===== src/uefc_map.svh =====
/*
 * register offsets, field positions and reset values of the enhanced
 * feature control block. assumes an 8-bit register port with a 4-bit
 * offset.
 */
`ifndef UEFC_MAP_SVH
`define UEFC_MAP_SVH
// register offsets
`define UEFC_OFF_AUX 4'h6
`define UEFC_OFF_SCRATCH 4'h7
`define UEFC_OFF_FEATURE 4'h8
`define UEFC_OFF_ENHANCED 4'h9
`define UEFC_OFF_TXLVL 4'hA
// reset values
`define UEFC_RST_SCRATCH 8'hFF
`define UEFC_RST_ZERO 8'h00
// aux_line_control fields
`define UEFC_AUX_TXDIS 3
`define UEFC_AUX_RXDIS 2
`define UEFC_AUX_GATED 8'hFC
// feature_control fields
`define UEFC_FC_TABLE_HI 7
`define UEFC_FC_TABLE_LO 6
`define UEFC_FC_RS485 5
`define UEFC_FC_IRPOL 4
`define UEFC_FC_HYST_HI 3
// enhanced_feature fields
`define UEFC_EF_AUTOCTS 7
`define UEFC_EF_AUTORTS 6
`define UEFC_EF_SPECIAL 5
`define UEFC_EF_ENH 4
// fifo depth
`define UEFC_FIFO_DEPTH 8'h40
`endif


===== src/uefc_pkg.sv =====
/*
 * types shared by the enhanced feature control block.
 * hard-codes the 4-bit offset and 8-bit data that the map header assumes.
 */
package uefc_pkg;
    // one register access from the host side
    typedef struct packed {
        logic wr;
        logic rd;
        logic [3:0] addr;
        logic [7:0] wdata;
    } uefc_reg_req_t;
    // one character completed by the receiver
    typedef struct packed {
        logic valid;
        logic [7:0] data;
    } uefc_rx_char_t;
endpackage : uefc_pkg

===== src/uefc_ctrl.sv =====
/*
 * enhanced control of one uart channel: tx/rx halt, scratch byte,
 * feature and enhanced feature registers, tx level counter, trigger,
 * auto rs-485 and hardware flow control, special character detect.
 * assumes the surrounding channel supplies the shift register status,
 * rx fifo level, trigger levels and the second pause character on
 * core_clk; modem pins are asynchronous.
 */
`include "uefc_map.svh"
`timescale 1ns/1ps
`default_nettype none
// How it works
// - transmitter disable bit halts shift loading
// - clearing disable resumes; resets to enabled
// - rx disable finishes current char, then stops
// - rx re-enables only on idle high line
// - scratch byte read/write, resets to FF
// - tables A-C use next trigger thresholds
// - rs-485 direction high on rts while transmitting, cts/rts selected
// - rs-485 moves tx interrupt to shifter empty
// - infrared rx polarity select, default normal
// - hysteresis applies only with table D
// - hysteresis code to character count map
// - auto cts/dsr halts tx while input high
// - auto rts/dtr interrupt and threshold drive
// - manual pin state enables auto, else GPIO
// - special char match stored, flagged
// - second pair match skips fifo, two interrupts
// - enhanced enable gates enhanced bit writes
// - software flow control select decoding
// - tx fifo level reports 0 to 64
// - tx trigger interrupt when level below value
// - selector picks cts/rts or dsr/dtr
module uefc_ctrl #(
    parameter int LVL_W = 8
) (
    // clock and synchronous active-low reset
    input wire logic core_clk,
    input wire logic nrst,
    // host register port, one access per cycle
    input wire uefc_pkg::uefc_reg_req_t reg_req,
    output logic [7:0] reg_rdata,
    // transmit fifo bookkeeping against the core shifter
    input wire logic tx_push,
    input wire logic tsr_empty,
    output logic tx_load,
    output logic [LVL_W-1:0] tx_fifo_level,
    output logic tx_empty_irq,
    output logic tx_trig_irq,
    // receive line, synchronised here, and core receiver state
    input wire logic rx_pin,
    input wire logic rx_busy,
    output logic rx_enable,
    output logic ir_rx,
    // finished characters screened for the special pause char
    input wire uefc_pkg::uefc_rx_char_t rx_char,
    input wire logic [7:0] second_pause_char,
    output logic rx_store,
    output logic [7:0] rx_store_data,
    output logic special_irq,
    output logic xoff_irq,
    // receive fifo level and thresholds from the core
    input wire logic [LVL_W-1:0] rx_fifo_level,
    input wire logic [LVL_W-1:0] rx_trigger,
    input wire logic [LVL_W-1:0] rx_next_upper,
    input wire logic [LVL_W-1:0] rx_next_lower,
    output logic rx_trig_irq,
    // host pin bits and the modem handshake pins
    input wire logic modem_sel,
    input wire logic modem_rts,
    input wire logic modem_dtr,
    input wire logic cts_n,
    input wire logic dsr_n,
    output logic rts_n,
    output logic dtr_n,
    // enhanced fields handed on to the rest of the channel
    output logic [3:0] sw_flow_sel,
    output logic enh_write_en
);
    // registers
    logic [7:0] aux_q;          // aux_line_control
    logic [7:0] scratch_q;      // scratch_byte
    logic [7:0] feature_q;      // feature_control
    logic [7:0] enhanced_q;     // enhanced_feature
    logic [7:0] tx_fifo_trigger_q;        // tx_fifo_trigger
    logic [LVL_W-1:0] tx_fifo_level_q;  // tx_fifo_level
    logic [7:0] rdata_q;
    // pin synchronisers
    logic rx_s1_q, rx_s2_q, cts_s1_q, cts_s2_q, dsr_s1_q, dsr_s2_q;
    // transmit side: load strobe, interrupt flags, shifter state last cycle
    logic tx_load_q, tx_empty_irq_q, tx_trig_irq_q, tsr_empty_q;
    // receive side: enable, ir level, store strobe and screening flags
    logic rx_en_q, ir_rx_q, rx_store_q, special_q, xoff_q, rx_trig_q;
    logic [7:0] rx_data_q; // byte handed to the rx fifo
    // flow control: hold request and the two pin levels
    logic flow_hold_q, rts_n_q, dtr_n_q;
    logic [LVL_W-1:0] rxlvl_q; // rx level one cycle ago

    // register decode
    wire wr_aux = reg_req.wr && reg_req.addr == `UEFC_OFF_AUX;
    wire wr_scr = reg_req.wr && reg_req.addr == `UEFC_OFF_SCRATCH;
    wire wr_fc = reg_req.wr && reg_req.addr == `UEFC_OFF_FEATURE;
    wire wr_ef = reg_req.wr && reg_req.addr == `UEFC_OFF_ENHANCED;
    wire wr_trg = reg_req.wr && reg_req.addr == `UEFC_OFF_TXLVL;
    wire enh_en = enhanced_q[`UEFC_EF_ENH];
    // gated bits only change while enhanced writes are open
    wire [7:0] gate_mask = enh_en ? `UEFC_AUX_GATED : `UEFC_RST_ZERO;
    wire [7:0] aux_d = (aux_q & ~gate_mask) | (reg_req.wdata & gate_mask);
    // read mux; write-only and unmapped offsets read zero
    wire [7:0] rd_mux =
        reg_req.addr == `UEFC_OFF_SCRATCH ? scratch_q :
        reg_req.addr == `UEFC_OFF_FEATURE ? feature_q :
        reg_req.addr == `UEFC_OFF_ENHANCED ? enhanced_q :
        reg_req.addr == `UEFC_OFF_TXLVL ? 8'(tx_fifo_level_q) : `UEFC_RST_ZERO;

    // transmit side
    wire tx_dis = aux_q[`UEFC_AUX_TXDIS];
    wire flow_in = modem_sel ? dsr_s2_q : cts_s2_q;
    wire cts_halt = enhanced_q[`UEFC_EF_AUTOCTS] && flow_in;
    // one load per idle shifter; tx_load_q keeps loads a cycle apart
    wire tx_go = tx_fifo_level_q != '0 && tsr_empty && !tx_load_q && !tx_dis && !cts_halt;
    // a push into a full fifo is dropped; the level stops at the depth
    wire push_ok = tx_push && tx_fifo_level_q != LVL_W'(`UEFC_FIFO_DEPTH);
    wire [LVL_W-1:0] tx_fifo_level_d = tx_fifo_level_q + LVL_W'(push_ok) - LVL_W'(tx_go);
    wire rs485 = feature_q[`UEFC_FC_RS485];
    // holding side empties when the last byte moves to the shifter
    wire hold_empty_ev = tx_go && tx_fifo_level_q == LVL_W'(1);
    wire tsr_empty_ev = tsr_empty && !tsr_empty_q && tx_fifo_level_q == '0;
    wire tx_irq_d = rs485 ? tsr_empty_ev : hold_empty_ev;
    // a level, not a pulse: rewriting the trigger takes effect at once
    wire tx_trig_d = tx_fifo_level_d < LVL_W'(tx_fifo_trigger_q);
    // direction high from the moment a byte is queued until line done
    wire dir_busy = push_ok || tx_fifo_level_q != '0 || !tsr_empty || tx_load_q;

    // receive side
    wire rx_dis = aux_q[`UEFC_AUX_RXDIS];
    // finish a running char when disabled, restart only on idle line
    wire rx_en_d = rx_dis ? (rx_en_q && rx_busy) : (rx_en_q || rx_s2_q);
    wire ir_d = rx_s2_q ^ feature_q[`UEFC_FC_IRPOL];
    wire spec_en = enhanced_q[`UEFC_EF_SPECIAL];
    // receive comparison restricted to the second pair
    wire pair2 = enhanced_q[1:0] == 2'b01;
    wire match = rx_char.valid && rx_char.data == second_pause_char;
    wire sp_hit = spec_en && match;
    wire store_d = rx_char.valid && !(sp_hit && pair2);

    // hardware flow thresholds
    wire table_d = feature_q[`UEFC_FC_TABLE_HI] && feature_q[`UEFC_FC_TABLE_LO];
    wire [5:0] hyst = hyst_chars(feature_q[`UEFC_FC_HYST_HI:0]);
    // hysteresis code 0 keeps the neighbouring trigger levels
    wire use_hyst = table_d && hyst != 6'h00;
    wire [LVL_W:0] up_h = {1'b0, rx_trigger} + (LVL_W+1)'(hyst);
    wire [LVL_W:0] lo_h = {1'b0, rx_trigger} - (LVL_W+1)'(hyst);
    // the lower threshold cannot go under an empty fifo
    wire [LVL_W-1:0] lo_sat = lo_h[LVL_W] ? '0 : lo_h[LVL_W-1:0];
    wire [LVL_W:0] upper = use_hyst ? up_h : {1'b0, rx_next_upper};
    wire [LVL_W-1:0] lower = use_hyst ? lo_sat : rx_next_lower;
    wire auto_rts = enhanced_q[`UEFC_EF_AUTORTS];
    // pin held off between the upper and lower crossings
    wire hold_d = !auto_rts ? 1'b0 :
        ({1'b0, rx_fifo_level} >= upper) ? 1'b1 :
        (rx_fifo_level < lower) ? 1'b0 : flow_hold_q;
    // one pulse as the level climbs onto the trigger
    wire trig_ev = auto_rts && rx_fifo_level >= rx_trigger && rxlvl_q < rx_trigger;
    // pin drive: rs-485 owns rts while cts/rts selected, auto only if host asserted the pin
    wire rts_pin_d = (rs485 && !modem_sel) ? dir_busy :
        (auto_rts && !modem_sel && modem_rts) ? flow_hold_q : !modem_rts;
    wire dtr_pin_d = (auto_rts && modem_sel && modem_dtr) ? flow_hold_q : !modem_dtr;

    // hysteresis code to characters
    function automatic logic [5:0] hyst_chars(input logic [3:0] code);
        logic [5:0] v;
        v = 6'h00;
        unique case (code)
            4'h0: v = 6'h00;
            4'h1: v = 6'h04;
            4'h2: v = 6'h06;
            4'h3: v = 6'h08;
            4'h4: v = 6'h08;
            4'h5: v = 6'h10;
            4'h6: v = 6'h18;
            4'h7: v = 6'h20;
            4'h8: v = 6'h28;
            4'h9: v = 6'h2C;
            4'hA: v = 6'h30;
            4'hB: v = 6'h34;
            4'hC: v = 6'h0C;
            4'hD: v = 6'h14;
            4'hE: v = 6'h1C;
            4'hF: v = 6'h24;
        endcase
        return v;
    endfunction : hyst_chars

    // two-flop synchronisers for the line and modem inputs
    always_ff @(posedge core_clk) begin
        if (!nrst) begin
            // idle line and released pins read high
            {rx_s1_q, rx_s2_q} <= 2'h3;
            {cts_s1_q, cts_s2_q} <= 2'h3;
            {dsr_s1_q, dsr_s2_q} <= 2'h3;
        end else begin
            {rx_s1_q, rx_s2_q} <= {rx_pin, rx_s1_q};
            {cts_s1_q, cts_s2_q} <= {cts_n, cts_s1_q};
            {dsr_s1_q, dsr_s2_q} <= {dsr_n, dsr_s1_q};
        end
    end

    // software-visible registers
    always_ff @(posedge core_clk) begin
        if (!nrst) begin
            aux_q <= `UEFC_RST_ZERO;
            scratch_q <= `UEFC_RST_SCRATCH;
            feature_q <= `UEFC_RST_ZERO;
            enhanced_q <= `UEFC_RST_ZERO;
            tx_fifo_trigger_q <= `UEFC_RST_ZERO;
            rdata_q <= `UEFC_RST_ZERO;
        end else begin
            if (wr_aux) aux_q <= aux_d;
            if (wr_scr) scratch_q <= reg_req.wdata;
            if (wr_fc) feature_q <= reg_req.wdata;
            if (wr_ef) enhanced_q <= reg_req.wdata;
            if (wr_trg) tx_fifo_trigger_q <= reg_req.wdata;
            // read data holds until the next read
            if (reg_req.rd) rdata_q <= rd_mux;
        end
    end

    // transmit control and level counter
    always_ff @(posedge core_clk) begin
        if (!nrst) begin
            tx_fifo_level_q <= '0;
            tx_load_q <= 1'b0;
            tx_empty_irq_q <= 1'b0;
            tx_trig_irq_q <= 1'b0;
            tsr_empty_q <= 1'b1;
        end else begin
            tx_fifo_level_q <= tx_fifo_level_d;
            tx_load_q <= tx_go;
            tx_empty_irq_q <= tx_irq_d;
            tx_trig_irq_q <= tx_trig_d;
            // previous shifter state finds its rising edge
            tsr_empty_q <= tsr_empty;
        end
    end

    // receive control and character screening
    always_ff @(posedge core_clk) begin
        if (!nrst) begin
            rx_en_q <= 1'b1;
            ir_rx_q <= 1'b0;
            rx_store_q <= 1'b0;
            rx_data_q <= `UEFC_RST_ZERO;
            special_q <= 1'b0;
            xoff_q <= 1'b0;
        end else begin
            rx_en_q <= rx_en_d;
            ir_rx_q <= ir_d;
            rx_store_q <= store_d;
            rx_data_q <= rx_char.data;
            special_q <= sp_hit;
            xoff_q <= sp_hit && pair2;
        end
    end

    // flow control and modem pins
    always_ff @(posedge core_clk) begin
        if (!nrst) begin
            flow_hold_q <= 1'b0;
            rxlvl_q <= '0;
            rx_trig_q <= 1'b0;
            rts_n_q <= 1'b1;
            dtr_n_q <= 1'b1;
        end else begin
            flow_hold_q <= hold_d;
            rxlvl_q <= rx_fifo_level;
            rx_trig_q <= trig_ev;
            rts_n_q <= rts_pin_d;
            dtr_n_q <= dtr_pin_d;
        end
    end

    // outputs, all from flops
    assign reg_rdata = rdata_q;
    assign tx_load = tx_load_q;
    assign tx_fifo_level = tx_fifo_level_q;
    assign tx_empty_irq = tx_empty_irq_q;
    assign tx_trig_irq = tx_trig_irq_q;
    assign rx_enable = rx_en_q;
    assign ir_rx = ir_rx_q;
    assign rx_store = rx_store_q;
    assign rx_store_data = rx_data_q;
    assign special_irq = special_q;
    assign xoff_irq = xoff_q;
    assign rx_trig_irq = rx_trig_q;
    assign rts_n = rts_n_q;
    assign dtr_n = dtr_n_q;
    assign sw_flow_sel = enhanced_q[3:0];
    assign enh_write_en = enhanced_q[`UEFC_EF_ENH];
endmodule : uefc_ctrl
`default_nettype wire


===== config.mk =====
export PLATFORM = sky130hd
export DESIGN_NAME = uefc_ctrl
export DESIGN_NICKNAME = d
export VERILOG_FILES = /design/src/uefc_pkg.sv /design/src/uefc_ctrl.sv
export VERILOG_INCLUDE_DIRS = /design/src
export SDC_FILE = /design/constraint.sdc
export NUM_CORES = 1
export LEC_CHECK = 0
export BUFFER_PORTS_ARGS = -buffer_cell sky130_fd_sc_hd__buf_2
export CAP_MARGIN = 30
export CORE_ASPECT_RATIO = 1.1
export CORE_MARGIN = 10
export CORE_UTILIZATION = 55
export DETAILED_ROUTE_END_ITERATION = 6
export GPL_TIMING_DRIVEN = 0
export PLACE_DENSITY = 0.81
export SYNTH_ARGS = -nofsm -noshare
export SYNTH_HDL_FRONTEND = slang
export SYNTH_SLANG_ARGS = --single-unit

===== constraint.sdc =====
create_clock -name core_clk -period 5.1 [get_ports core_clk]
set_input_delay 0 -clock core_clk [delete_from_list [all_inputs] [get_ports core_clk]]
set_output_delay 0 -clock core_clk [all_outputs]
set_load 0.01 [all_outputs]

==> metrics.yaml <==
worst_setup_path:
  r2r_end: "tx_trig_irq"
  slowest_stage: "or4b_2"
  ff2ff_setup_slack_ns: 0.81
  path_class: "flip-flop to flip-flop"
  cp_common_cell: "ha_1"
  slowest_delay_ns: 0.67
  worstSetupStartpointType: "flip-flop"
  cp.required_ns: 5.41
  crit_arrival_ns: 4.59
  cp_max_fo: 3
  cp-end-kind: "flip-flop"
  r2r-start: "tx_fifo_level[3]"
  worstPathCellList: "inv_1 > ha_1 > nor3b_1 > and3_1 > a211oi_1 > ha_1 > inv_1 > ha_1 > fa_1 > a21oi_1 > o21bai_1 > a2111oi_0 > a311oi_1 > ha_1 > or4b_2 > o21ai_0"
  r2r_cells: 16
  startpoint: "tx_fifo_level[3]"
final_layout:
  area_growth_pct: 24.23
  ff_latch_area_um2: 1802
  drive_gt1_share_pct: 19.44
  n_antenna_cell: 0
  nets: 883
  mostFrequentLayoutCell: "buf_2"
  multi_input_area_um2: 3198
  fillers: 745
  final_cell_mix: "buf_2, dfxtp_1, ha_1"
  post-route-util_pct: 70.03
  layout.cells.non_filler: 868
clock_network:
  clock_latency_ns: 0.38
  ctsLongestPathBuffers: 2
  cts_tree: "yes"
  h-tree-depth: 3
  root_buffer: "clkbuf_8"
  cts_buffers: 9
  clk_pin_slew_ns: 0.09
  cts.sinks: 90
timing:
  rsz0062_at_grt: "no"
  tns_ns: 0
  slew_headroom_pct: 51.59
  hold_violations: 0
  min_period_over_period_pct: 84.03
  whs_ns: 0.01100
  fmax_ghz: 0.2333
  slew_violations: 0
  setup_violations: 0
  tightest_slew_ns: 0.7229
  fin_ws_ns: 0.8146
  finalCriticalPeriod_ns: 4.285
  fin_skew_ns: 0.008099
placement:
  pre_cts_ws_ns: 0.9395
  dpl.hpwl_mm: 11.86
  place_inst: 812
  globalplace.congestion: 0.9213
  numPortBuffers: 112
synthesis:
  synth_seq_cells: 90
  synth-compound-area-share_pct: 14.05
  synthMuxAreaShare_pct: 7.287
  syn_area_um2: 5271
  yosys.area_share.simple_pct: 20.63
  synthXorXnorAreaFrac_pct: 3.323
  async_reset_ff_share_pct: 0
  synth_nets: 720
  synth-edff-count: 0
  netlist_instances: 583
  synth_top_family_by_area: "simple AND/OR/NAND/NOR gates"
  synth_warnings: 0
  synth_fa_ha_area_share_pct: 15.38
  ys.flop_type: "dfxtp_1"
  synth.avg_cell_area_um2: 9.042
  yosysSeqAreaShare_pct: 34.18
  ys_types: 61
min_path:
  hold_start: "reg_req[12]"
  hold_end: "reg_rdata[1]"
  min_path_cells: 3
  hp-class: "input port to flip-flop"
die:
  die_h_um: 122.7
  die_w_um: 113.3
  io_pins: 114
  dieArea_um2: 13900
  rows: 37
  start_util_pct: 56.37
  core_um2: 9351
global_route:
  grt.total_usage_pct: 22.36
  grt_pass1_vias: 5161
  grt.busiest_layer: "met2"
  antenna_found_initial: 0
  grtUsageMet3_pct: 6.052
  met1_usage_pct: 23.61
  grt_pass1_wl_mm: 25.12
  gr-total-overflow: 0
  grt_util_met2_pct: 40.89
  grt_max_degree: 16
pwr:
  p_leak_nw: 2.978
  power.density_nw_per_um2: 321.7
  peakVddDrop_mv: 0.2857
detailed_routing:
  via_per_inst: 5.599
  drc_errors: 0
  via_count: 4860
  final_antenna_net_count: 0
  avgRoutedWirePerCell_um: 17.96
  first_iter_violations: 363
  firstDrtPassIters: 5
  wirelength_mm: 15.59
outcome:
  outcome: "finished, final reports clean"
job:
  max-cap-violations: 0
power by group:
group	switching (W)	leakage (nW)	internal (W)	total, W
Clock	0.000264	0.0827	0.000178	0.000442
Combinational	0.000480	2.16	0.000390	0.000869
Sequential	0.0000391	0.738	0.000757	0.000796
Total	0.000783	2.98	0.00132	0.00211
how the worst max path moves through the flow:
stage	cells after the start	end	slack, ns
CTS	16	tx_trig_irq	0.88
floorplan	16	tx_trig_irq	1.32
detailed placement	16	tx_trig_irq	0.94
finish	16	tx_trig_irq	0.81
global placement	16	tx_trig_irq	1.03
global route	16	tx_trig_irq	0.40
layer usage:
metal / wire length [um] / vias to the layer above
met5: 0 / -
met4: 526 / 0
met3: 1100 / 45
met2: 7839 / 179
met1: 6119 / 2251
li1: - / 2385
flip-flops by register name (all words and copies together), names as in the netlist, 5 cells and up, named ones only:
signal	cells
enhanced_q	8
feature_q	8
hyst	5
reg_rdata	8
rx_store_data	8
rxlvl_q	8
scratch_q	8
tx_fifo_level	8
tx_fifo_trigger_q	8
cell usage after synthesis (4+ instances only):
library cell | n | share of area, %
ha_1 | 60 | 14
mux2_2 | 4 | 0.85
xnor2_1 | 14 | 2.3
nor3_1 | 8 | 0.76
o21ai_0 | 25 | 2.4
mux2i_1 | 28 | 5.3
a21oi_1 | 24 | 2.3
a2111oi_0 | 5 | 0.83
a22oi_1 | 4 | 0.57
o32ai_1 | 7 | 1.2
dfxtp_1 | 90 | 34
a211o_1 | 4 | 0.66
and2_1 | 29 | 3.4
nand2b_1 | 14 | 1.7
and3_1 | 5 | 0.59
buf_4 | 4 | 0.57
nand2_1 | 51 | 3.6
clkbuf_1 | 20 | 1.4
inv_1 | 37 | 2.6
a31oi_1 | 11 | 1.3
a211oi_1 | 4 | 0.57
nor2b_1 | 35 | 4.2
xor2_1 | 6 | 1.0
nand3_1 | 20 | 1.9
nand4_1 | 4 | 0.47
nor2_1 | 15 | 1.1
what timing repair did:
item,4_1_cts,5_1_grt
hold endpoints to repair,54,0
buffers inserted,0,0
gates resized for setup,0,0
hold buffers,40,0
cell families (layout without fill, tap and decap cells):
| kind of cell | Yosys count | count (layout) |
|---|---|---|
| AO/OA/AOI/OAI | 111 | 111 |
| XOR/XNOR | 20 | 20 |
| adder cells (fa/ha/maj) | 63 | 63 |
| buffers and inverters | 64 | 232 |
| flip-flops | 90 | 90 |
| multiplexers | 35 | 35 |
| AND/OR/NAND/NOR | 200 | 200 |
critical path: cells and delay by family, from the launching register on:
family          cells  cell delay (ns)
simple gates        3             1.22
buf+inv             2             0.18
fa+ha+maj           5             1.31
compound gates      6             1.18
flops               1             0.33
stage by stage:
step	power (W)	cell area [um2]
final	0.002107	6549
after floorplan	0.001371	5271
after detailed placement	0.001634	5978
after CTS	0.002101	6549
after global routing	0.002242	6549
after global placement	0.001585	5978
final cells by class:
class                      instances  area share [%]
buffer                            27           2.025
clock buffer                      10           1.949
clock inverter                     6          0.6496
inverter                          37           2.121
multi-input combinational        429           48.83
sequential                        90           27.51
tap                              117           2.235
timing repair buffer             152           14.67
Note: power is estimated with default switching activity, not from simulation.
